`src/dual_timer_pkg.sv`:
```
package dual_timer_pkg;
    localparam logic [3:0] ADDR_X_LO   = 4'h0;
    localparam logic [3:0] ADDR_X_HI   = 4'h1;
    localparam logic [3:0] ADDR_Y_LO   = 4'h2;
    localparam logic [3:0] ADDR_Y_HI   = 4'h3;
    localparam logic [3:0] ADDR_X_MODE = 4'h4;
    localparam logic [3:0] ADDR_Y_MODE = 4'h5;
    localparam logic [3:0] ADDR_FLAGS  = 4'h6;
    // mode register fields
    localparam int MODE_LSB  = 0;
    localparam int CSEL_LSB  = 2;
    localparam int EDGE_BIT  = 5;
    localparam int WCTL_BIT  = 6;
    localparam int STOP_BIT  = 7;
    localparam int YOUT_BIT  = 7;
    // flags register bits
    localparam int FLG_XUF   = 0;
    localparam int FLG_YUF   = 1;
    localparam int FLG_XPIN  = 2;
    localparam int FLG_YPIN  = 3;
    localparam logic [7:0]  MODE_RESET  = 8'h00;
    localparam logic [15:0] CNT_RESET   = 16'hFFFF;
    // clock selects: 0..3 are divide by 8,16,32,64; 4 is the special clock for x, divide by 8 for y
    localparam logic [2:0]  CSEL_SPECIAL = 3'h4;
    localparam int          PRESCALE_W  = 6;
    typedef enum logic [1:0] {
        MODE_TIMER  = 2'h0,
        MODE_PULSE  = 2'h1,
        MODE_EVENT  = 2'h2,
        MODE_WIDTH  = 2'h3
    } timer_mode_e;
endpackage

```
`src/dual_timer.sv`:
```
// Implementation choices: the register offsets and the strobed register port.
`timescale 1ns/10ps
module dual_timer (
    input  wire logic       core_clk,          // 100 MHz system clock
    input  wire logic       nrst,              // async reset, active low
    input  wire logic [3:0] addr,              // register address
    input  wire logic [7:0] wdata,             // write data
    input  wire logic       wr,                // write strobe
    input  wire logic       rd,                // read strobe
    output logic      [7:0] rdata,             // read data, cycle after rd
    input  wire logic       special_count_clock, // special count source level
    input  wire logic       x_event_pin_in,    // x pin level
    output logic            x_event_pin_out,   // x pin drive level
    output logic            x_event_pin_oe,    // x pin driven in pulse mode
    input  wire logic       y_event_pin_in,    // y pin level
    output logic            y_toggle_output,   // y pin drive level
    output logic            y_event_pin_oe,    // y pin driven when toggling
    output logic            x_irq_flag,        // timer x underflow request
    output logic            y_irq_flag,        // timer y underflow request
    output logic            x_pin_irq_flag,    // x pin edge request
    output logic            y_pin_irq_flag     // y pin edge request
);
    ////////////////////////////////////////////////////////////////////////
    // reset release
    logic rst_s1, rst_n;
    always_ff @(posedge core_clk or negedge nrst) begin
        if (!nrst) begin
            rst_s1 <= 1'b0;
            rst_n  <= 1'b0;
        end else begin
            rst_s1 <= 1'b1;
            rst_n  <= rst_s1;
        end
    end

    ////////////////////////////////////////////////////////////////////////
    // registers and edge history
    logic [7:0] xmode_reg, xmode_next, ymode_reg, ymode_next;
    logic [3:0] flags_reg, flags_next;
    logic [7:0] rdata_next;
    logic [5:0] pre_reg, pre_next;
    logic       xin_reg, yin_reg, sck_reg;
    logic       xout_reg, xout_next, yout_reg, yout_next;
    logic       xoe_next, yoe_next, xoe_reg, yoe_reg;
    logic [1:0] xm, ym;
    logic [2:0] xcs, ycs;
    logic       xedge, yedge;
    logic       x_rise, x_fall, y_rise, y_fall;
    logic       x_sel_edge, y_cnt_edge, y_meas_edge;
    logic       x_src, y_src, x_tick, y_tick, y_reload, y_meas;
    logic       div8, div16, div32, div64;
    logic       x_uf, y_uf;
    logic [15:0] x_cnt, y_cnt, x_view, y_view;
    logic [7:0]  x_shd, y_shd;

    assign xm    = xmode_reg[dual_timer_pkg::MODE_LSB +: 2];
    assign ym    = ymode_reg[dual_timer_pkg::MODE_LSB +: 2];
    assign xcs   = xmode_reg[dual_timer_pkg::CSEL_LSB +: 3];
    assign ycs   = ymode_reg[dual_timer_pkg::CSEL_LSB +: 3];
    assign xedge = xmode_reg[dual_timer_pkg::EDGE_BIT];
    assign yedge = ymode_reg[dual_timer_pkg::EDGE_BIT];

    assign x_rise = x_event_pin_in & ~xin_reg;
    assign x_fall = ~x_event_pin_in & xin_reg;
    assign y_rise = y_event_pin_in & ~yin_reg;
    assign y_fall = ~y_event_pin_in & yin_reg;

    // prescaler: each divided rate is a one-cycle enable
    assign div8  = (pre_reg[2:0] == 3'h7);
    assign div16 = (pre_reg[3:0] == 4'hF);
    assign div32 = (pre_reg[4:0] == 5'h1F);
    assign div64 = (pre_reg == 6'h3F);

    function automatic logic pick(input logic [2:0] cs, input logic d8, input logic d16,
                                  input logic d32, input logic d64, input logic sp);
        logic r;
        r = 1'b0;
        unique case (cs)
            3'h0: r = d8;
            3'h1: r = d16;
            3'h2: r = d32;
            3'h3: r = d64;
            3'h4: r = sp;
            default: r = 1'b0;
        endcase
        return r;
    endfunction

    always_comb begin
        x_sel_edge = xedge ? x_fall : x_rise;
        x_src = pick(xcs, div8, div16, div32, div64,
                     special_count_clock & ~sck_reg);
        unique case (xm)
            dual_timer_pkg::MODE_EVENT: x_tick = x_sel_edge;
            dual_timer_pkg::MODE_WIDTH:
                x_tick = x_src & (x_event_pin_in ^ xedge);
            default: x_tick = x_src;
        endcase
        if (xmode_reg[dual_timer_pkg::STOP_BIT])
            x_tick = 1'b0;
    end

    always_comb begin
        y_cnt_edge  = yedge ? y_fall : y_rise;
        y_meas_edge = yedge ? y_rise : y_fall;
        // y has no special source: select 4 wraps to divide by 8
        y_src = pick({1'b0, ycs[1:0]}, div8, div16, div32, div64, 1'b0);
        y_meas   = 1'b0;
        y_reload = 1'b0;
        unique case (ym)
            dual_timer_pkg::MODE_PULSE: begin
                y_tick   = y_src;
                y_meas   = 1'b1;
                y_reload = y_meas_edge;
            end
            dual_timer_pkg::MODE_EVENT: y_tick = y_cnt_edge;
            dual_timer_pkg::MODE_WIDTH: begin
                y_tick   = y_src;
                y_meas   = 1'b1;
                y_reload = y_rise | y_fall;
            end
            default: y_tick = y_src;
        endcase
    end

    ////////////////////////////////////////////////////////////////////////
    // counters
    logic xw_lo, xw_hi, yw_lo, yw_hi, xr_lo, xr_hi, yr_lo, yr_hi;
    assign xw_lo = wr & (addr == dual_timer_pkg::ADDR_X_LO);
    assign xw_hi = wr & (addr == dual_timer_pkg::ADDR_X_HI);
    assign yw_lo = wr & (addr == dual_timer_pkg::ADDR_Y_LO);
    assign yw_hi = wr & (addr == dual_timer_pkg::ADDR_Y_HI);
    assign xr_lo = rd & (addr == dual_timer_pkg::ADDR_X_LO);
    assign xr_hi = rd & (addr == dual_timer_pkg::ADDR_X_HI);
    assign yr_lo = rd & (addr == dual_timer_pkg::ADDR_Y_LO);
    assign yr_hi = rd & (addr == dual_timer_pkg::ADDR_Y_HI);

    down_counter16 u_x (
        .clk         (core_clk),
        .rst_n       (rst_n),
        .tick        (x_tick),
        .edge_reload (1'b0),
        .wr_lo       (xw_lo),
        .wr_hi       (xw_hi),
        .wdata       (wdata),
        .latch_only  (xmode_reg[dual_timer_pkg::WCTL_BIT]),
        .hold_cap    (1'b0),
        .rd_hi       (xr_hi),
        .rd_lo       (xr_lo),
        .count       (x_cnt),
        .view        (x_view),
        .lo_shadow   (x_shd),
        .underflow   (x_uf)
    );

    down_counter16 u_y (
        .clk         (core_clk),
        .rst_n       (rst_n),
        .tick        (y_tick),
        .edge_reload (y_reload),
        .wr_lo       (yw_lo),
        .wr_hi       (yw_hi),
        .wdata       (wdata),
        .latch_only  (ymode_reg[dual_timer_pkg::WCTL_BIT]),
        .hold_cap    (y_meas),
        .rd_hi       (yr_hi),
        .rd_lo       (yr_lo),
        .count       (y_cnt),
        .view        (y_view),
        .lo_shadow   (y_shd),
        .underflow   (y_uf)
    );

    ////////////////////////////////////////////////////////////////////////
    // control, flags, toggles, read path
    always_comb begin
        xmode_next = xmode_reg;
        ymode_next = ymode_reg;
        flags_next = flags_reg;
        pre_next   = pre_reg + 6'h01;
        xout_next  = xout_reg;
        yout_next  = yout_reg;
        rdata_next = 8'h00;
        if (wr && addr == dual_timer_pkg::ADDR_FLAGS)
            flags_next = flags_reg & wdata[3:0];    // write zero clears
        if (wr && addr == dual_timer_pkg::ADDR_X_MODE) begin
            xmode_next = wdata;
            xout_next  = ~wdata[dual_timer_pkg::EDGE_BIT];
        end
        if (wr && addr == dual_timer_pkg::ADDR_Y_MODE) begin
            ymode_next = wdata;
            yout_next  = ~wdata[dual_timer_pkg::EDGE_BIT];
        end
        // set wins over a clear in the same cycle
        if (x_uf)
            flags_next[dual_timer_pkg::FLG_XUF] = 1'b1;
        if (y_uf)
            flags_next[dual_timer_pkg::FLG_YUF] = 1'b1;
        if (x_sel_edge)
            flags_next[dual_timer_pkg::FLG_XPIN] = 1'b1;
        if ((ym == dual_timer_pkg::MODE_EVENT || ym == dual_timer_pkg::MODE_TIMER)
            ? y_cnt_edge : y_reload)
            flags_next[dual_timer_pkg::FLG_YPIN] = 1'b1;
        if (x_uf && xm == dual_timer_pkg::MODE_PULSE)
            xout_next = ~xout_reg;
        if (y_uf && ym == dual_timer_pkg::MODE_TIMER && ymode_reg[dual_timer_pkg::YOUT_BIT])
            yout_next = ~yout_reg;
        xoe_next = (xm == dual_timer_pkg::MODE_PULSE);
        yoe_next = (ym == dual_timer_pkg::MODE_TIMER) & ymode_reg[dual_timer_pkg::YOUT_BIT];
        if (rd) begin
            unique case (addr)
                dual_timer_pkg::ADDR_X_LO:   rdata_next = x_shd;
                dual_timer_pkg::ADDR_X_HI:   rdata_next = x_view[15:8];
                dual_timer_pkg::ADDR_Y_LO:   rdata_next = y_shd;
                dual_timer_pkg::ADDR_Y_HI:   rdata_next = y_view[15:8];
                dual_timer_pkg::ADDR_X_MODE: rdata_next = xmode_reg;
                dual_timer_pkg::ADDR_Y_MODE: rdata_next = ymode_reg;
                dual_timer_pkg::ADDR_FLAGS:  rdata_next = {4'h0, flags_reg};
                default:                     rdata_next = 8'h00;
            endcase
        end
    end

    always_ff @(posedge core_clk or negedge rst_n) begin
        if (!rst_n) begin
            xmode_reg <= dual_timer_pkg::MODE_RESET;
            ymode_reg <= dual_timer_pkg::MODE_RESET;
            flags_reg <= 4'h0;
            pre_reg   <= 6'h00;
            xin_reg   <= 1'b0;
            yin_reg   <= 1'b0;
            sck_reg   <= 1'b0;
            xout_reg  <= 1'b1;
            yout_reg  <= 1'b1;
            xoe_reg   <= 1'b0;
            yoe_reg   <= 1'b0;
            rdata     <= 8'h00;
        end else begin
            xmode_reg <= xmode_next;
            ymode_reg <= ymode_next;
            flags_reg <= flags_next;
            pre_reg   <= pre_next;
            xin_reg   <= x_event_pin_in;
            yin_reg   <= y_event_pin_in;
            sck_reg   <= special_count_clock;
            xout_reg  <= xout_next;
            yout_reg  <= yout_next;
            xoe_reg   <= xoe_next;
            yoe_reg   <= yoe_next;
            rdata     <= rdata_next;
        end
    end

    assign x_event_pin_out = xout_reg;
    assign x_event_pin_oe  = xoe_reg;
    assign y_toggle_output = yout_reg;
    assign y_event_pin_oe  = yoe_reg;
    assign x_irq_flag      = flags_reg[dual_timer_pkg::FLG_XUF];
    assign y_irq_flag      = flags_reg[dual_timer_pkg::FLG_YUF];
    assign x_pin_irq_flag  = flags_reg[dual_timer_pkg::FLG_XPIN];
    assign y_pin_irq_flag  = flags_reg[dual_timer_pkg::FLG_YPIN];

    ////////////////////////////////////////////////////////////////////////
    // checks
    x_uf_flag_a: assert property (@(posedge core_clk) disable iff (!rst_n)
        x_uf |=> x_irq_flag) else $error("x underflow did not set flag");
    x_stop_a: assert property (@(posedge core_clk) disable iff (!rst_n)
        xmode_reg[7] && !xw_hi |=> x_cnt == $past(x_cnt)) else $error("x counted while stopped");
    x_reload_a: assert property (@(posedge core_clk) disable iff (!rst_n)
        x_tick && x_cnt == 16'h0000 && !xw_hi |=> x_uf == 1'b0 && x_cnt == u_x.latch_reg)
        else $error("x reload wrong");
    x_toggle_a: assert property (@(posedge core_clk) disable iff (!rst_n)
        x_uf && xm == 2'h1 && !(wr && addr == 4'h4) |=> xout_reg != $past(xout_reg))
        else $error("x pin not toggled");
    y_meas_a: assert property (@(posedge core_clk) disable iff (!rst_n)
        y_reload && !yw_hi |=> y_cnt == $past(u_y.latch_reg) && y_pin_irq_flag)
        else $error("y edge reload wrong");
    y_hold_a: assert property (@(posedge core_clk) disable iff (!rst_n)
        y_reload && y_meas && !yr_lo |=> y_view == $past(y_cnt)) else $error("y capture lost");
    wr_direct_a: assert property (@(posedge core_clk) disable iff (!rst_n)
        xw_hi && !xmode_reg[6] |=> x_cnt == {$past(wdata), $past(u_x.wlo_reg)})
        else $error("direct write failed");
    wr_latch_a: assert property (@(posedge core_clk) disable iff (!rst_n)
        xw_hi && xmode_reg[6] && !x_tick |=> x_cnt == $past(x_cnt)) else $error("latch write hit counter");
    x_evt_cnt_a: assert property (@(posedge core_clk) disable iff (!rst_n)
        xm == 2'h2 && x_sel_edge && !xmode_reg[7] && x_cnt != 16'h0 && !xw_hi
        |=> x_cnt == $past(x_cnt) - 16'h1) else $error("x event miscount");
    x_width_gate_a: assert property (@(posedge core_clk) disable iff (!rst_n)
        xm == 2'h3 && x_event_pin_in == xedge |-> !x_tick) else $error("x width counted idle");

    x_sp_src_a: assert property (@(posedge core_clk) disable iff (!rst_n)
        xm == 2'h0 && xcs == 3'h4 && !xmode_reg[7] |-> x_tick == (special_count_clock && !sck_reg))
        else $error("x special source wrong");
    x_div_a: assert property (@(posedge core_clk) disable iff (!rst_n)
        xm == 2'h0 && xcs < 3'h4 && x_tick |-> pre_reg[2:0] == 3'h7) else $error("x off divider");

    y_div_a: assert property (@(posedge core_clk) disable iff (!rst_n)
        ym == 2'h0 && y_tick |-> pre_reg[2:0] == 3'h7) else $error("y off divider");

    x_pin_flag_a: assert property (@(posedge core_clk) disable iff (!rst_n)
        x_sel_edge |=> x_pin_irq_flag) else $error("x pin flag missed");

    y_evt_cnt_a: assert property (@(posedge core_clk) disable iff (!rst_n)
        ym == 2'h2 && y_cnt_edge && y_cnt != 16'h0 && !yw_hi |=> y_cnt == $past(y_cnt) - 16'h1)
        else $error("y event miscount");
    y_edge_sel_a: assert property (@(posedge core_clk) disable iff (!rst_n)
        ym == 2'h1 && (yedge ? y_fall : y_rise) |-> !y_reload) else $error("y wrong edge reload");

    y_both_edge_a: assert property (@(posedge core_clk) disable iff (!rst_n)
        ym == 2'h3 && (y_rise || y_fall) |-> y_reload) else $error("y edge missed");

    y_toggle_a: assert property (@(posedge core_clk) disable iff (!rst_n)
        y_uf && ym == 2'h0 && ymode_reg[7] && !(wr && addr == 4'h5)
        |=> yout_reg != $past(yout_reg)) else $error("y pin not toggled");
    y_oe_off_a: assert property (@(posedge core_clk) disable iff (!rst_n)
        ym != 2'h0 |=> !y_event_pin_oe) else $error("y toggle output in use");

    x_start_a: assert property (@(posedge core_clk) disable iff (!rst_n)
        wr && addr == 4'h4 && !x_uf |=> xout_reg == !$past(wdata[5])) else $error("x start level");

    y_start_a: assert property (@(posedge core_clk) disable iff (!rst_n)
        wr && addr == 4'h5 && !y_uf |=> yout_reg == !$past(wdata[5])) else $error("y start level");

    y_uf_flag_a: assert property (@(posedge core_clk) disable iff (!rst_n)
        y_uf |=> y_irq_flag) else $error("y underflow did not set flag");

    y_latch_a: assert property (@(posedge core_clk) disable iff (!rst_n)
        yw_hi && ymode_reg[6] && !y_tick && !y_reload |=> y_cnt == $past(y_cnt))
        else $error("y latch write hit counter");
    y_direct_a: assert property (@(posedge core_clk) disable iff (!rst_n)
        yw_hi && !ymode_reg[6] |=> y_cnt == {$past(wdata), $past(u_y.wlo_reg)})
        else $error("y direct write failed");
    rd_shadow_a: assert property (@(posedge core_clk) disable iff (!rst_n)
        xr_hi |=> x_shd == $past(x_view[7:0])) else $error("x low byte not captured");

    mode_read_a: assert property (@(posedge core_clk) disable iff (!rst_n)
        rd && addr == 4'h4 |=> rdata == $past(xmode_reg)) else $error("mode readback wrong");

    y_hold_clr_a: assert property (@(posedge core_clk) disable iff (!rst_n)
        yr_lo && !y_reload |=> y_view == y_cnt) else $error("y capture not released");

    y_reload_a: assert property (@(posedge core_clk) disable iff (!rst_n)
        y_tick && y_cnt == 16'h0 && !yw_hi && !y_reload |=> y_cnt == u_y.latch_reg)
        else $error("y reload wrong");
endmodule

```
`src/down_counter16.sv`:
```
`timescale 1ns/10ps
module down_counter16 (
    input  wire logic        clk,          // system clock
    input  wire logic        rst_n,        // synchronised reset
    input  wire logic        tick,         // count pulse
    input  wire logic        edge_reload,  // forced reload from latch
    input  wire logic        wr_lo,        // low byte written (staged)
    input  wire logic        wr_hi,        // high byte written, commits word
    input  wire logic [7:0]  wdata,        // write byte
    input  wire logic        latch_only,   // write control bit
    input  wire logic        hold_cap,     // keep captured value on edge reload
    input  wire logic        rd_hi,        // high byte read
    input  wire logic        rd_lo,        // low byte read
    output logic      [15:0] count,        // live count
    output logic      [15:0] view,         // value software sees
    output logic      [7:0]  lo_shadow,    // low byte captured at high read
    output logic             underflow     // one-cycle underflow pulse
);
    logic [15:0] count_reg, count_next, latch_reg, latch_next, cap_reg, cap_next;
    logic [7:0]  wlo_reg, wlo_next, shd_reg, shd_next;
    logic        held_reg, held_next;
    logic [15:0] word;

    always_comb begin
        word       = {wdata, wlo_reg};
        count_next = count_reg;
        latch_next = latch_reg;
        cap_next   = cap_reg;
        held_next  = held_reg;
        wlo_next   = wr_lo ? wdata : wlo_reg;
        shd_next   = rd_hi ? view[7:0] : shd_reg;
        underflow  = 1'b0;
        if (rd_lo)
            held_next = 1'b0;
        if (edge_reload) begin
            cap_next   = count_reg;
            held_next  = hold_cap;
            count_next = latch_reg;
        end else if (tick) begin
            if (count_reg == 16'h0000) begin
                count_next = latch_reg;
                underflow  = 1'b1;
            end else begin
                count_next = count_reg - 16'h0001;
            end
        end
        if (wr_hi) begin
            latch_next = word;
            if (!latch_only)
                count_next = word;
        end
    end

    always_ff @(posedge clk or negedge rst_n) begin
        if (!rst_n) begin
            count_reg <= dual_timer_pkg::CNT_RESET;
            latch_reg <= dual_timer_pkg::CNT_RESET;
            cap_reg   <= 16'h0000;
            held_reg  <= 1'b0;
            wlo_reg   <= 8'h00;
            shd_reg   <= 8'h00;
        end else begin
            count_reg <= count_next;
            latch_reg <= latch_next;
            cap_reg   <= cap_next;
            held_reg  <= held_next;
            wlo_reg   <= wlo_next;
            shd_reg   <= shd_next;
        end
    end

    assign count     = count_reg;
    assign view      = held_reg ? cap_reg : count_reg;
    assign lo_shadow = shd_reg;
endmodule

```
`config.mk`:
```
export PLATFORM = sky130hd
export DESIGN_NAME = dual_timer
export DESIGN_NICKNAME = d
export VERILOG_FILES = /design/src/dual_timer_pkg.sv /design/src/dual_timer.sv /design/src/down_counter16.sv
export SDC_FILE = /design/constraint.sdc
export NUM_CORES = 1
export LEC_CHECK = 0
export ABC_AREA = 1
export BUFFER_PORTS_ARGS = -buffer_cell sky130_fd_sc_hd__buf_4
export CORE_ASPECT_RATIO = 0.7
export CORE_MARGIN = 2
export CORE_UTILIZATION = 55
export CTS_CLUSTER_SIZE = 8
export DETAILED_ROUTE_END_ITERATION = 8
export PLACE_DENSITY_LB_ADDON = 0.2
export SYNTH_ARGS = -nofsm -noshare
export SYNTH_HDL_FRONTEND = slang
export SYNTH_SLANG_ARGS = --single-unit
```
`constraint.sdc`:
```
create_clock -name core_clk -period 11.46 [get_ports core_clk]
set_clock_uncertainty 0.1 [all_clocks]
set_input_delay 1.719 -clock core_clk [delete_from_list [all_inputs] [get_ports core_clk]]
set_output_delay 1.719 -clock core_clk [all_outputs]
set_load 0.05 [all_outputs]
```
# ---- Yosys cells after proc, flatten, opt, wreduce, memory -nomap -nowiden
# Index checks and enable logic that the tools add are counted.
dict set report word_totals {
  inputBits 19
  register_bits 156
  output_inout_bits 16
}
dict set report classes {
  n_eq_ne 23
  muxes 39
  reduce_logical 21
  n_bitwise 25
  add_sub_neg 3
}
# cell count
set op_table {}
lappend op_table {{16-bit two-way mux} 10}
lappend op_table {{8-bit case mux with 7 select lines} 1}
lappend op_table {{16-bit logical NOT} 2}
lappend op_table {{16-bit by 1-bit subtractor with 16-bit output (second input constant)} 2}
lappend op_table {{1-bit two-way mux} 22}
lappend op_table {{1-bit bitwise AND} 14}
lappend op_table {{2-bit nonzero test} 7}
lappend op_table {{2-bit == test (second input constant)} 6}
lappend op_table {{4-bit by 3-bit == test with 1-bit output (second input constant)} 3}
lappend op_table {{4-bit by 2-bit == test with 1-bit output (second input constant)} 2}
lappend op_table {{8-bit two-way mux} 1}
lappend op_table {{1-bit inverter} 8}
lappend op_table {{6-bit by 1-bit adder with 6-bit output (second input constant)} 1}
lappend op_table {{2-bit by 1-bit == test with 1-bit output (second input constant)} 3}
lappend op_table {{3-bit by 2-bit == test with 1-bit output (second input constant)} 2}
lappend op_table {{3-bit == test (second input constant)} 2}
lappend op_table {{6-bit == test (second input constant)} 1}
lappend op_table {{1-bit logical AND} 6}
lappend op_table {{5-bit == test (second input constant)} 1}
lappend op_table {{1-bit case mux with 5 select lines} 1}
lappend op_table {{4-bit bitwise AND} 1}
lappend op_table {{4-bit by 1-bit == test with 1-bit output (second input constant)} 1}
lappend op_table {{4-bit == test (second input constant)} 1}
lappend op_table {{2-bit logical NOT} 2}
lappend op_table {{10 further kinds} 11}

# ---- Logic depth before layout (Yosys ltp)
# Gate-level depths: netlist (run 1).
dict set report depth {
  depth_word 9
  mapped_depth 16
  depth_no_buf 16
}

# ---- Cells and area by module
# From an unflattened synthesis (run 1), not the netlist that was laid out.
dict set report hier_totals {
  cells_unflattened 1241
  hier_area_um2 9417.8
}
# module area_per_inst_um2 instances cells_per_inst
set by_module_without_submodules {}
lappend by_module_without_submodules {down_counter16 3547.2 2 467}
lappend by_module_without_submodules {dual_timer 2323.5 1 307}

# ---- Worst setup path after synthesis (run 1)
# Ideal clock, no wire load.
dict set report synth_path {
  kind {input to register}
  startpoint {input y_event_pin_in}
  endpoint {register u_y.count_reg[8], in the netlist u_y.count[8]}
  setup_time_ps 58
  stages 11
  setup_slack_ps 8467
  arrival_time_ps 2835
  n_path_buf 2
  cell_sequence {inv_1 > ha_1 > inv_1 > o211ai_1 > nand2_1 > clkbuf_1 > buf_2 > nand3_1 > nand3_1 > nand2_1 > inv_1}
}
dict set report synth_via {
  elab_chain_len 8
  word_cells_on_any_way 12
  cone_classes {8 x mux; 4 x bitwise}
}
# element line
set synth_rtl {}
lappend synth_rtl {{start: declaration} dual_timer.sv:15} ;# input wire logic y_event_pin_in,
lappend synth_rtl {{1-bit inverter} dual_timer.sv:66} ;# assign y_fall = ~y_event_pin_in & yin_reg;
lappend synth_rtl {{1-bit bitwise AND} dual_timer.sv:66}
lappend synth_rtl {{1-bit two-way mux} dual_timer.sv:104} ;# y_cnt_edge = yedge ? y_fall : y_rise;
lappend synth_rtl {{1-bit two-way mux} dual_timer.sv:110} ;# unique case (ym)
lappend synth_rtl {{16-bit two-way mux} down_counter16.sv:39} ;# end else if (tick) begin
lappend synth_rtl {{16-bit two-way mux *} down_counter16.sv:35} ;# if (edge_reload) begin
lappend synth_rtl {{16-bit two-way mux} down_counter16.sv:49} ;# if (!latch_only)
lappend synth_rtl {{16-bit two-way mux *} down_counter16.sv:47} ;# if (wr_hi) begin
lappend synth_rtl {{net u_y.count_next[8]} down_counter16.sv:19} ;# logic [15:0] count_reg, count_next, latch_reg, latch_next, cap_reg, cap_next;
lappend synth_rtl {{end signal: assignment} down_counter16.sv:56} ;# count_reg <= dual_timer_pkg::CNT_RESET;
lappend synth_rtl {{end signal: assignment} down_counter16.sv:63} ;# count_reg <= count_next;
lappend synth_rtl {{end: declaration} down_counter16.sv:19}
# The timed path passes the listed nets; every way through them passes the cells marked *.
# A chain may end at the register's enable or synchronous reset.

# ---- Worst setup path in the final report (run 1)
dict set report layout_path {
  startpoint {input addr[3]}
  endpoint {register u_y.count_reg[7], in the netlist u_y.count[7]}
}
dict set report layout_via {
  elab_chain_len 3
}
# element line
set layout_rtl {}
lappend layout_rtl {{start: declaration} dual_timer.sv:6} ;# input wire logic [3:0] addr,
lappend layout_rtl {{4-bit by 2-bit == test with 1-bit output} dual_timer.sv:132} ;# assign yw_hi = wr & (addr == dual_timer_pkg::ADDR_Y_HI);
lappend layout_rtl {{1-bit bitwise AND} dual_timer.sv:132}
lappend layout_rtl {{16-bit two-way mux} down_counter16.sv:47}
lappend layout_rtl {{net u_y.count_next[7]} down_counter16.sv:19}
# The timed path passes the listed nets, and every way through them passes these cells.

==> results of run 1 <==
-- worst min path at each step --
stage	from	slack, ns	end	cells after the start
5_1_grt	rst_n$_DFF_PN0_	0.16	u_y.wlo_reg[1]$_DFFE_PN0P_	0
4_1_cts	rst_n$_DFF_PN0_	0.14	u_y.wlo_reg[7]$_DFFE_PN0P_	0
2_1_floorplan	rst_s1$_DFF_PN0_	0.23	rst_n$_DFF_PN0_	0
3_5_place_dp	rst_n$_DFF_PN0_	0.12	u_y.wlo_reg[1]$_DFFE_PN0P_	0
6_report	rst_n$_DFF_PN0_	0.12	u_y.wlo_reg[1]$_DFFE_PN0P_	0
3_3_place_gp	rst_n$_DFF_PN0_	0.12	u_y.wlo_reg[0]$_DFFE_PN0P_	0
-- cells in the mapped netlist (2+ instances only) --
library cell	count	area [um2]
nand4_1	6	37.5
nand3_2	3	30.0
dfrtp_1	90	2250
o21ai_0	134	671
o211ai_1	11	82.6
buf_2	9	45.0
nor2_1	88	330
nand2_2	4	25.0
nor3_1	7	35.0
nor2_8	2	40.0
nor2_4	5	56.3
nor2_2	8	50.1
nand3_1	77	385
o22ai_1	7	43.8
inv_1	132	495
nand2_1	361	1360
a21oi_1	37	185
ha_1	9	113
clkbuf_1	14	52.6
xor2_1	6	52.6
clkinv_1	2	7.51
dfstp_2	66	1730
inv_2	7	26.3
o21ai_1	12	60.1
buf_6	3	33.8
a41oi_1	3	26.3
-- area by class of cell --
cell class / instances / area (um2)
clock buffers: 17 / 425
clock inverters: 15 / 130
fillers: 1321 / 5480
inverters: 142 / 536
multi-input cells: 787 / 3630
flip-flops and latches: 156 / 3990
well taps: 195 / 244
repair buffers: 38 / 285
-- kinds of logic after synthesis --
| logic type | synth area share, % |
|---|---|
| AND/OR/NAND/NOR | 28.6 |
| AO/OA/AOI/OAI | 13.1 |
| buffers and inverters | 8.13 |
| flip-flops | 48.1 |
| adder cells (fa/ha/maj) | 1.36 |
| XOR/XNOR | 0.634 |
| other | 0.0452 |
| multiplexers | 0.136 |
-- per-layer routing --
layer / track usage [%] / vias up / wire (um)
met2: 39.8 / 349 / 9250
met5: 0 / - / 0
li1: - / 3601 / -
met1: 50.6 / 3530 / 11300
met4: 9.55 / 0 / 444
met3: 8.81 / 35 / 2790
-- metrics by stage --
step / worst slack [ns] / instances
after floorplan: 6.81 / 1112
after global placement: 7.46 / 1318
after detailed placement: 7.39 / 1318
after CTS: 7.76 / 1350
after global routing: 7.46 / 1350
final: 7.70 / 1350
-- power groups by stage --
stage,Combinational [W],Clock [W],Sequential (W)
2_1_floorplan,0.000490,0,0.000898
5_1_grt,0.000801,0.000569,0.000944
6_report,0.000708,0.000537,0.000927
3_3_place_gp,0.000672,0,0.000924
4_1_cts,0.000694,0.000543,0.000919
3_5_place_dp,0.000685,0,0.000926
-- worst reg2reg max path: cells and delay by family (launching register included) --
family	cells	cell delay, ns
simple gates	8	1.28
compound gates	2	0.30
flops	1	0.37
fa+ha+maj	2	0.36
buf+inv	2	0.42
==> key figures, run 1 <==
Status
  – Status: finished clean

Setup path
  – Reg-to-reg setup timing slack: approximately 8.6 ns
  – Worst path slowest cell: nand2_1
  – Critical path destination: u_y.count[7]$_DFF_PN1_
  – Top Family by Delay on Critical Path: simple AND/OR/NAND/NOR gates
  – CP arrival: 4.02 ns
  – Critical path endpoint category: flip-flop
  – Worst path most repeated cell: nand2_1
  – Worst R2R Start: pre_reg[0]$_DFF_PN0_
  – WS Path Type: primary input to flip-flop
  – Maximum fanout along the worst path: 28
  – CP startpoint: addr[3]
  – Worst EP required: 11.73 ns
  – Path depth of the worst reg2reg path: 14
  – CP Launch Type: primary input
  – Bufs and invs on worst path: 3
  – Reg2reg end: u_x.count[1]$_DFF_PN1_
  – Crit path largest cell delay: between 0.6 and 0.7 ns
  – Crit. path cell count: 9
  – Crit-path cells: buf_4, nor2_4, nand3_2, nor2_4, nand2_1, inv_1, nand2_1, nand2_1, inv_1

STA
  – Slew @ Worst Pin: 0.938 ns
  – Setup TNS: 0 ns
  – Slew Viols, Final: 0
  – Hold WS: roughly 0.12 ns
  – Final setup vio count: 0
  – Hold Vio Cnt, Final: 0
  – Max Freq: 266 MHz
  – RSZ-0062 raised after global routing: false
  – Max-Slew Margin vs Limit: 37.5%
  – Fin crit share: 32.8%
  – Fin crit period: 3.76 ns

Power and ir drop
  – Clock share of power: 24.7%
  – VDD IR max: 0.000136 V
  – Leak: 4.52 nW
  – Reg power frac: 42.7%
  – Sw Share: 41.1%
  – Total power: 0.00217 W
  – Combinational share of power: 32.6%
  – Cell Pwr Density: 235 nW/um2
  – Internal power: 0.00128 W
  – Psw: between 0.0008 and 0.0009 W

Global routing
  – Initial antenna violation count: 0
  – First-pass GRT wire length: between 30 and 40 mm
  – Largest net degree at the start of global routing: 75
  – Overflow after GRT: 0
  – GRT Total Usage: around a third
  – Vias in the first global route: roughly 6800

Synthesis
  – Main synth FF type: dfrtp_1
  – Synthesized area: around 8300 um2
  – Post-Syn Area per Cell: 7.46 um2
  – Post-synth cell types: 35
  – Post-synthesis net count: between 1000 and 1500
  – Async S/R FF share, synth: 100%
  – Sequential fraction of the synthesis area: around half
  – Warnings, synthesis: 0
  – Post-synth EDFFs: 0
  – Cells after Synth: around 1100
  – Register bit count reported by yosys: 156

Floorplanning
  – Starting Density: a little under three fifths
  – Die H: 107 um
  – DIE WIDTH: approximately 150 um
  – Die area: roughly 16000 um2
  – Core ar.: 14700 um2
  – FP Rows: 37
  – Total I/O pin count: 35

CTS
  – Worst skew pair latency: approximately 0.43 ns
  – Clock Tree Buf Depth: 2
  – CTS Sinks: 156
  – Root buf cell: clkbuf_16
  – Hold Buf Count CTS: 0
  – Clock slew at reported path FFs: 0.07 ns
  – Post-CTS Setup Inserts: 0
  – # H-tree levels: 4
  – Inserted Clock Buffers: 17
  – CTS resizes: 0
  – CTS tree: yes

Drt
  – DRT antenna net count: 0
  – Final WL: around 24 mm
  – Starting DRT DRC Count: 956
  – Via Count: between 7000 and 8000
  – Drt wl/cell: approximately 18 um
  – Drt drc: 0
  – Via density: 5.57
  – DRT Pass-1 Iters: 6

Min path
  – Hold Path Class: flip-flop to asynchronous set/reset pin

Placement
  – Dpl hpwl: 17.3 mm
  – Placed cell area: between 8000 and 9000 um2
  – I/O Buffers: 34
  – GPL Wtd Cong: slightly above 0.9

Layout
  – Most frequent cells in the layout: nand2_1 (361), o21ai_0 (134), inv_1 (132), dfrtp_1 (89), nor2_1 (88)
  – Final nets: 1170
  – Post-layout util: 62.8%
  – Most common cell after layout, fill and taps aside: nand2_1
  – Share of post-route cells with drive strength above 1: 14.8%
  – Fin area: 9240 um2
  – Area Overhead vs Synth: 11.4%
  – ANT cells: 0

Flow run
  – Max cap viols: 0
No activity file was read; power rests on OpenSTA's default activity.
==> run 2: changes to the inputs <==
==> constraint.sdc (replaced) <==
create_clock -name core_clk -period 3.8 [get_ports core_clk]
set_clock_uncertainty 0.1 [all_clocks]
set_input_delay 0.57 -clock core_clk [delete_from_list [all_inputs] [get_ports core_clk]]
set_output_delay 0.57 -clock core_clk [all_outputs]
set_load 0.05 [all_outputs]
==> key figures, run 2 (synthesis gave the netlist of run 1 again) <==
Status
  – Status: finished clean (unchanged)

Drt
  – Starting DRT DRC Count: 896 (was 956)
  – Drt drc: 0 (unchanged)
  – Drt wl/cell: 17.9 um (was 17.6 um)
  – DRT antenna net count: 0 (unchanged)
  – Via density: 5.64 (was 5.57)
  – DRT Pass-1 Iters: 6 (unchanged)
  – Final WL: 24.2 mm (was 23.8 mm)
  – Via Count: 7625 (was 7515)

Setup path
  – WS Path Type: flip-flop to flip-flop (was primary input to flip-flop)
  – Crit-path cells: ha_1, nand2_1, nor2_4, ha_1, inv_1, a21oi_1, nand2_1, nand2_1, nand3_1, nand2_1, nand2_1, inv_2, nand2_1, a21oi_1 (was buf_4, nor2_4, nand3_2, nor2_4, nand2_1, inv_1, nand2_1, nand2_1, inv_1)
  – CP arrival: 3.05 ns (was 4.02 ns)
  – Worst path most repeated cell: nand2_1 (unchanged)
  – Top Family by Delay on Critical Path: simple AND/OR/NAND/NOR gates (unchanged)
  – Critical path endpoint category: flip-flop (unchanged)
  – Maximum fanout along the worst path: 24 (was 28)
  – Worst EP required: 4.05 ns (was 11.73 ns)
  – CP Launch Type: flip-flop (was primary input)
  – Worst path slowest cell: nand2_1 (unchanged)
  – Crit path largest cell delay: 0.47 ns (was 0.69 ns)
  – Bufs and invs on worst path: 2 (was 3)

Global routing
  – First-pass GRT wire length: 38.0 mm (was 37.9 mm)
  – Vias in the first global route: 6786 (was 6821)
  – GRT Total Usage: 31.7% (was 31.3%)
  – Largest net degree at the start of global routing: 71 (was 75)
  – Initial antenna violation count: 1 (was 0)
  – Top Usage Layer GRT: met1 (unchanged)
  – Met2 usage: 38.8% (was 39.8%)
  – Met1 Use GR: 52.6% (was 50.6%)
  – Met3 Usage GRT: 8.04% (was 8.81%)
  – Overflow after GRT: 0 (unchanged)

CTS
  – CTS resizes: 0 (unchanged)
  – Hold Buf Count CTS: 1 (was 0)
  – Clock slew at reported path FFs: 0.06 ns (was 0.07 ns)
  – Post-CTS Setup Inserts: 0 (unchanged)
  – CTS tree: yes (unchanged)
  – Inserted Clock Buffers: 17 (unchanged)
  – Clock Tree Buf Depth: 2 (unchanged)
  – CTS Sinks: 156 (unchanged)
  – # H-tree levels: 4 (unchanged)
  – Worst skew pair latency: 0.44 ns (was 0.43 ns)
  – Root buf cell: clkbuf_16 (unchanged)

Power and ir drop
  – Sw Share: 40.5% (was 41.1%)
  – VDD IR max: 0.000374 V (was 0.000136 V)
  – Psw: 0.00268 W (was 0.000894 W)
  – Combinational share of power: 32.6% (about the same)
  – Cell Pwr Density: 712 nW/um2 (was 235 nW/um2)
  – Internal power: 0.00394 W (was 0.00128 W)
  – Clock share of power: 25.1% (was 24.7%)
  – Leak: 4.55 nW (was 4.52 nW)
  – Total power: 0.00662 W (was 0.00217 W)
  – Reg power frac: 42.3% (was 42.7%)

Layout
  – Fin area: 9300 um2 (was 9240 um2)
  – Most frequent cells in the layout: nand2_1 (361), o21ai_0 (134), inv_1 (132), dfrtp_1 (89), nor2_1 (88) (unchanged)
  – Share of post-route cells with drive strength above 1: 14.9% (was 14.8%)
  – Final nets: 1173 (was 1170)
  – ANT cells: 0 (unchanged)
  – Most common cell after layout, fill and taps aside: nand2_1 (unchanged)
  – Area Overhead vs Synth: 12.1% (was 11.4%)

STA
  – Max Freq: between 300 and 400 MHz
  – Fin worst setup slack: 0.994 ns (was 7.70 ns)
  – Fin crit share: approximately three quarters
  – Setup TNS: 0 ns (unchanged)
  – Hold WS: 0.158 ns (was 0.122 ns)
  – Hold Vio Cnt, Final: 0 (unchanged)
  – Slew @ Worst Pin: 0.874 ns (was 0.938 ns)
  – RSZ-0062 raised after global routing: false (unchanged)
  – Slew Viols, Final: 0 (unchanged)
  – Max-Slew Margin vs Limit: 41.6% (was 37.5%)
  – Fin crit period: 2.81 ns
  – Final setup vio count: 0 (unchanged)

Placement
  – GPL Wtd Cong: 0.973 (was 0.932)
  – Dpl hpwl: 17.8 mm (was 17.3 mm)
  – Placed cell area: 8720 um2 (was 8690 um2)
  – Post-Place Worst Slack: 1.04 ns (was 7.39 ns)
  – I/O Buffers: 34 (unchanged)

Floorplanning
  – Starting Density: 56.3% (unchanged)
  – Core ar.: 14700 um2 (unchanged)
  – Die H: 107 um (unchanged)
  – FP Rows: 37 (unchanged)
  – DIE WIDTH: 151 um (unchanged)
  – Die area: 16100 um2 (unchanged)
  – Total I/O pin count: 35 (unchanged)

Min path
  – Hold Path Class: primary input to flip-flop (was flip-flop to asynchronous set/reset pin)

Flow run
  – Max cap viols: 0 (unchanged)
[run 2: per-stage QoR]
stage | utilization (%) | cells
floorplan | - | 1112
global placement | 59.2 | 1320
detailed placement | 59.2 | 1320
CTS | 63.1 | 1353
global route | 63.1 | 1353
finish | 63.1 | 1353
[run 2: final timing paths]
path / from / endpoint / slack, ns / depth (start not counted)
max in group asynchronous: rst_n$_DFF_PN0_ / u_x.latch_reg[7]$_DFFE_PN1P_ / 2.54 / 1
worst max register to register: pre_reg[0]$_DFF_PN0_ / u_x.count[11]$_DFF_PN1_ / 0.99 / 14
worst min-delay path: special_count_clock / sck_reg$_DFF_PN0_ / 0.16 / 1
min in group asynchronous: rst_n$_DFF_PN0_ / flags_reg[1]$_DFFE_PN0P_ / 0.24 / 0
worst max-delay path: pre_reg[0]$_DFF_PN0_ / u_x.count[11]$_DFF_PN1_ / 0.99 / 14
worst min register to register: rst_n$_DFF_PN0_ / flags_reg[1]$_DFFE_PN0P_ / 0.24 / 0
[run 2: power groups by stage]
stage               Combinational (W)  Clock [W]  Sequential, W
finish                        0.00216    0.00166        0.00280
global route                  0.00243    0.00176        0.00285
CTS                           0.00211    0.00168        0.00278
detailed placement            0.00209          0        0.00280
global placement              0.00206          0        0.00280
floorplan                     0.00148          0        0.00271
[run 2: cell type report]
class,instances,area [um2]
clock buffers,19,443
clock inverters,13,128
fillers,1315,5430
inverters,142,536
multi-input cells,787,3630
flip-flops and latches,156,3990
well taps,195,244
repair buffers,41,323
[run 2: per-layer routing]
layer	vias up	wire length (um)
met5	-	0
met4	0	525
met3	41	2740
met2	381	9140
met1	3584	11800
li1	3619	-
==> run 3: changes to the inputs <==
--- a/config.mk
+++ b/config.mk
@@ -5,7 +5,7 @@
 export SDC_FILE = /design/constraint.sdc
 export NUM_CORES = 1
 export LEC_CHECK = 0
-export ABC_AREA = 1
+export ABC_AREA = 0
 export BUFFER_PORTS_ARGS = -buffer_cell sky130_fd_sc_hd__buf_4
 export CORE_ASPECT_RATIO = 0.7
 export CORE_MARGIN = 2
==> constraint.sdc (replaced) <==
create_clock -name core_clk -period 2.87 [get_ports core_clk]
set_clock_uncertainty 0.1 [all_clocks]
set_input_delay 0.4305 -clock core_clk [delete_from_list [all_inputs] [get_ports core_clk]]
set_output_delay 0.4305 -clock core_clk [all_outputs]
set_load 0.05 [all_outputs]
==> key figures, run 3 <==
Synthesis
  – Synth cell count leaders: nand2_1 (96), dfrtp_1 (90), mux2_2 (75) (was nand2_1 (361), o21ai_0 (134), inv_1 (132))
  – Main synth FF type: dfrtp_1 (unchanged)
  – Post-synthesis net count: 807 (was 1140)
  – Post-synth cell types: 68 (was 35)
  – Post-Syn Area per Cell: 10.3 um2 (was 7.46 um2)
  – Sequential fraction of the synthesis area: 49.6% (was 48.1%)
  – Post-synth top area share: 28.0% (was 27.2%)
  – Leading area contributor after synthesis: dfrtp_1 (unchanged)
  – Cells after Synth: 779 (was 1112)
  – Register bit count reported by yosys: 156 (unchanged)
  – Warnings, synthesis: 0 (unchanged)
  – Synthesized area: 8040 um2 (was 8290 um2)
  – Top post-synthesis cells by area: dfrtp_1 (28%), dfstp_2 (22%), mux2_2 (11%), nand2_1 (4.5%), mux2i_1 (4.0%) (was dfrtp_1 (27%), dfstp_2 (21%), nand2_1 (16%), o21ai_0 (8.1%), inv_1 (6.0%))
  – Post-synth EDFFs: 0 (unchanged)
  – Top-count cell post-synth: nand2_1 (unchanged)
  – Async S/R FF share, synth: 100% (unchanged)

Global routing
  – Initial antenna violation count: 1 (unchanged)
  – Largest net degree at the start of global routing: 65 (was 71)
  – First-pass GRT wire length: 36.3 mm (was 38.0 mm)
  – Vias in the first global route: 6112 (was 6786)
  – Overflow after GRT: 0 (unchanged)
  – GRT Total Usage: 30.9% (was 31.7%)

Setup path
  – Worst R2R Start: pre_reg[0]$_DFF_PN0_ (unchanged)
  – Crit path largest cell delay: 0.39 ns (was 0.47 ns)
  – Maximum fanout along the worst path: 28 (was 24)
  – Reg-to-reg setup timing slack: 0.20 ns (was 0.99 ns)
  – Worst path most repeated cell: ha_1 (was nand2_1)
  – Worst path slowest cell: dfrtp_1 (was nand2_1)
  – Path depth of the worst reg2reg path: 10 (was 14)
  – Reg2reg end: u_y.count[6]$_DFF_PN1_ (was u_x.count[11]$_DFF_PN1_)
  – CP arrival: 2.91 ns (was 3.05 ns)
  – WS Path Type: flip-flop to flip-flop (unchanged)
  – Bufs and invs on worst path: 1 (was 2)
  – Crit-path cells: ha_1, and3_1, ha_1, mux2_2, and3b_1, nor3_2, buf_12, o21ai_4, and2_4, a221o_1 (was ha_1, nand2_1, nor2_4, ha_1, inv_1, a21oi_1, nand2_1, nand2_1, nand3_1, nand2_1, nand2_1, inv_2, nand2_1, a21oi_1)
  – CP Launch Type: flip-flop (unchanged)
  – Critical path endpoint category: flip-flop (unchanged)
  – Worst EP required: 3.12 ns (was 4.05 ns)
  – Top Family by Delay on Critical Path: simple AND/OR/NAND/NOR gates (unchanged)

STA
  – Fin worst setup slack: 0.205 ns (was 0.994 ns)
  – RSZ-0062 raised after global routing: false (unchanged)
  – Max Freq: 375 MHz (was 356 MHz)
  – Final setup vio count: 0 (unchanged)
  – Max-Slew Margin vs Limit: 44.5% (was 41.6%)
  – Setup TNS: 0 ns (unchanged)
  – Fin crit period: 2.67 ns (was 2.81 ns)
  – Slew Viols, Final: 0 (unchanged)
  – Hold Vio Cnt, Final: 0 (unchanged)
  – Slew @ Worst Pin: 0.833 ns (was 0.874 ns)
  – Fin crit share: 92.9% (was 73.8%)

Status
  – Status: complete, but fails checks (was finished clean)
  – Failing checks: design-rule violations

CTS
  – Clock slew at reported path FFs: 0.06 ns (about the same)
  – Worst skew pair latency: 0.43 ns (was 0.44 ns)
  – CTS Sinks: 156 (unchanged)
  – Root buf cell: clkbuf_16 (unchanged)
  – Clock Tree Buf Depth: 2 (unchanged)
  – Inserted Clock Buffers: 17 (unchanged)
  – CTS tree: yes (unchanged)
  – # H-tree levels: 4 (unchanged)

Drt
  – Via Count: 6516 (was 7625)
  – Final WL: 23.1 mm (was 24.2 mm)
  – Drt drc: 1 (was 0)
  – Via density: 6.46 (was 5.64)
  – Drt wl/cell: 22.9 um (was 17.9 um)
  – DRT antenna net count: 0 (unchanged)
  – Starting DRT DRC Count: 864 (was 896)
  – DRT Pass-1 Iters: 8 (was 6)

Floorplanning
  – FP Rows: 36 (was 37)
  – Core ar.: 14100 um2 (was 14700 um2)
  – Die H: 105 um (was 107 um)
  – Starting Density: 57.0% (was 56.3%)
  – Total I/O pin count: 35 (unchanged)
  – DIE WIDTH: 149 um (was 151 um)
  – Die area: 15600 um2 (was 16100 um2)

Layout
  – Most frequent cells in the layout: nand2_1 (96), dfrtp_1 (89), mux2_2 (75), dfstp_2 (66), nor2_1 (55) (was nand2_1 (361), o21ai_0 (134), inv_1 (132), dfrtp_1 (89), nor2_1 (88))
  – Final nets: 833 (was 1173)
  – Fin cells: 1008 (was 1353)
  – Most common cell after layout, fill and taps aside: nand2_1 (unchanged)
  – Filler cell count: 1145 (was 1315)
  – ANT cells: 0 (unchanged)
  – Fin area: 9090 um2 (was 9300 um2)
  – Area Overhead vs Synth: 13.1% (was 12.1%)
  – Share of post-route cells with drive strength above 1: 29.8% (was 14.9%)

Placement
  – I/O Buffers: 34 (unchanged)
  – Placed cell area: 8520 um2 (was 8720 um2)
  – DP Cell Count: 975 (was 1320)
  – Dpl hpwl: 16.3 mm (was 17.8 mm)
  – GPL Wtd Cong: 0.947 (was 0.973)
  – Post-Place Worst Slack: 0.215 ns (was 1.04 ns)

Min path
  – Endpoint, Worst Hold: yin_reg$_DFF_PN0_ (was sck_reg$_DFF_PN0_)
  – Worst hold stages: 1 (unchanged)
  – Hold Path Origin: y_event_pin_in (was special_count_clock)
  – Hold Path Class: primary input to flip-flop (unchanged)

Power and ir drop
  – Leak: 3.92 nW (was 4.55 nW)
  – Cell Pwr Density: 894 nW/um2 (was 712 nW/um2)
  – VDD IR max: 0.000573 V (was 0.000374 V)
  – Total power: 0.00813 W (was 0.00662 W)

Flow run
  – Max cap viols: 0 (unchanged)
## run 3: changes by cell type after synthesis, sizes merged, moves of 13 or more
cell,change
nand2,-269
or4,+13
mux2i,+32
mux2,+74
nor4,+14
inv,-128
nand3,-60
clkbuf,+20
nor2,-48
o21ai,-98
## run 3: how the worst max path moves through the flow
stage | from | endpoint | slack (ns) | depth (start not counted)
after floorplan | rst_n$_DFF_PN0_ | flags_reg[0]$_DFFE_PN0P_ | 0.25 | 0
after global placement | pre_reg[0]$_DFF_PN0_ | u_y.count[8]$_DFF_PN1_ | 0.32 | 10
after detailed placement | pre_reg[0]$_DFF_PN0_ | u_y.count[6]$_DFF_PN1_ | 0.21 | 10
after CTS | pre_reg[0]$_DFF_PN0_ | u_y.count[6]$_DFF_PN1_ | 0.20 | 10
after global routing | u_y.count[0]$_DFF_PN1_ | u_y.count[7]$_DFF_PN1_ | 0.07 | 9
final | pre_reg[0]$_DFF_PN0_ | u_y.count[6]$_DFF_PN1_ | 0.20 | 10
## run 3: power by group
group	internal, W	leakage (nW)	switching, W	total, W
Sequential	0.00305	1.82	0.000830	0.00388
Clock	0.00121	0.272	0.000958	0.00217
Combinational	0.000925	1.83	0.00115	0.00207
## run 3: cells by family (layout without fill, tap and decap cells)
| kind of cell | Yosys count | in the layout | share of synthesized area, % |
|---|---|---|---|
| flops | 156 | 156 | 49.6 |
| simple gates | 265 | 265 | 16.3 |
| mux | 107 | 107 | 14.5 |
| xor+xnor | 7 | 7 | 0.763 |
| fa+ha+maj | 9 | 9 | 1.40 |
| compound gates | 172 | 172 | 14.1 |
| buf+inv | 62 | 101 | 3.28 |
| other cells | 1 | 1 | 0.0466 |
## run 3: layer usage
layer	wire [um]	up-vias	global-route usage [%]
met4	269	0	6.87
met2	9310	338	41.7
met1	11100	3252	49.2
li1	-	2900	-
met5	0	-	0
met3	2400	26	8.12
## run 3: cell type report
| type | count | area, um2 | share of cell area, % |
|---|---|---|---|
| flip-flops and latches | 156 | 3990 | 43.9 |
| clock buffers | 18 | 429 | 4.72 |
| multi-input cells | 561 | 3790 | 41.7 |
| clock inverters | 14 | 135 | 1.49 |
| repair buffers | 57 | 468 | 5.15 |
| well taps | 190 | 238 | 2.61 |
| inverters | 12 | 45.0 | 0.495 |
## run 3: what timing repair did
| item | CTS | global route |
|---|---|---|
| buffers inserted | 0 | 0 |
| hold endpoints to repair | 2 | 0 |
| gates resized for setup | 0 | 0 |
| hold buffers | 1 | 0 |
## run 3: per-stage QoR
step | hold WS, ns | utilization, %
2_1_floorplan | 0.0349 | -
3_3_place_gp | 0.114 | 60.4
3_5_place_dp | 0.115 | 60.4
4_1_cts | 0.0172 | 64.5
5_1_grt | 0.0138 | 64.5
6_report | 0.0307 | 64.5
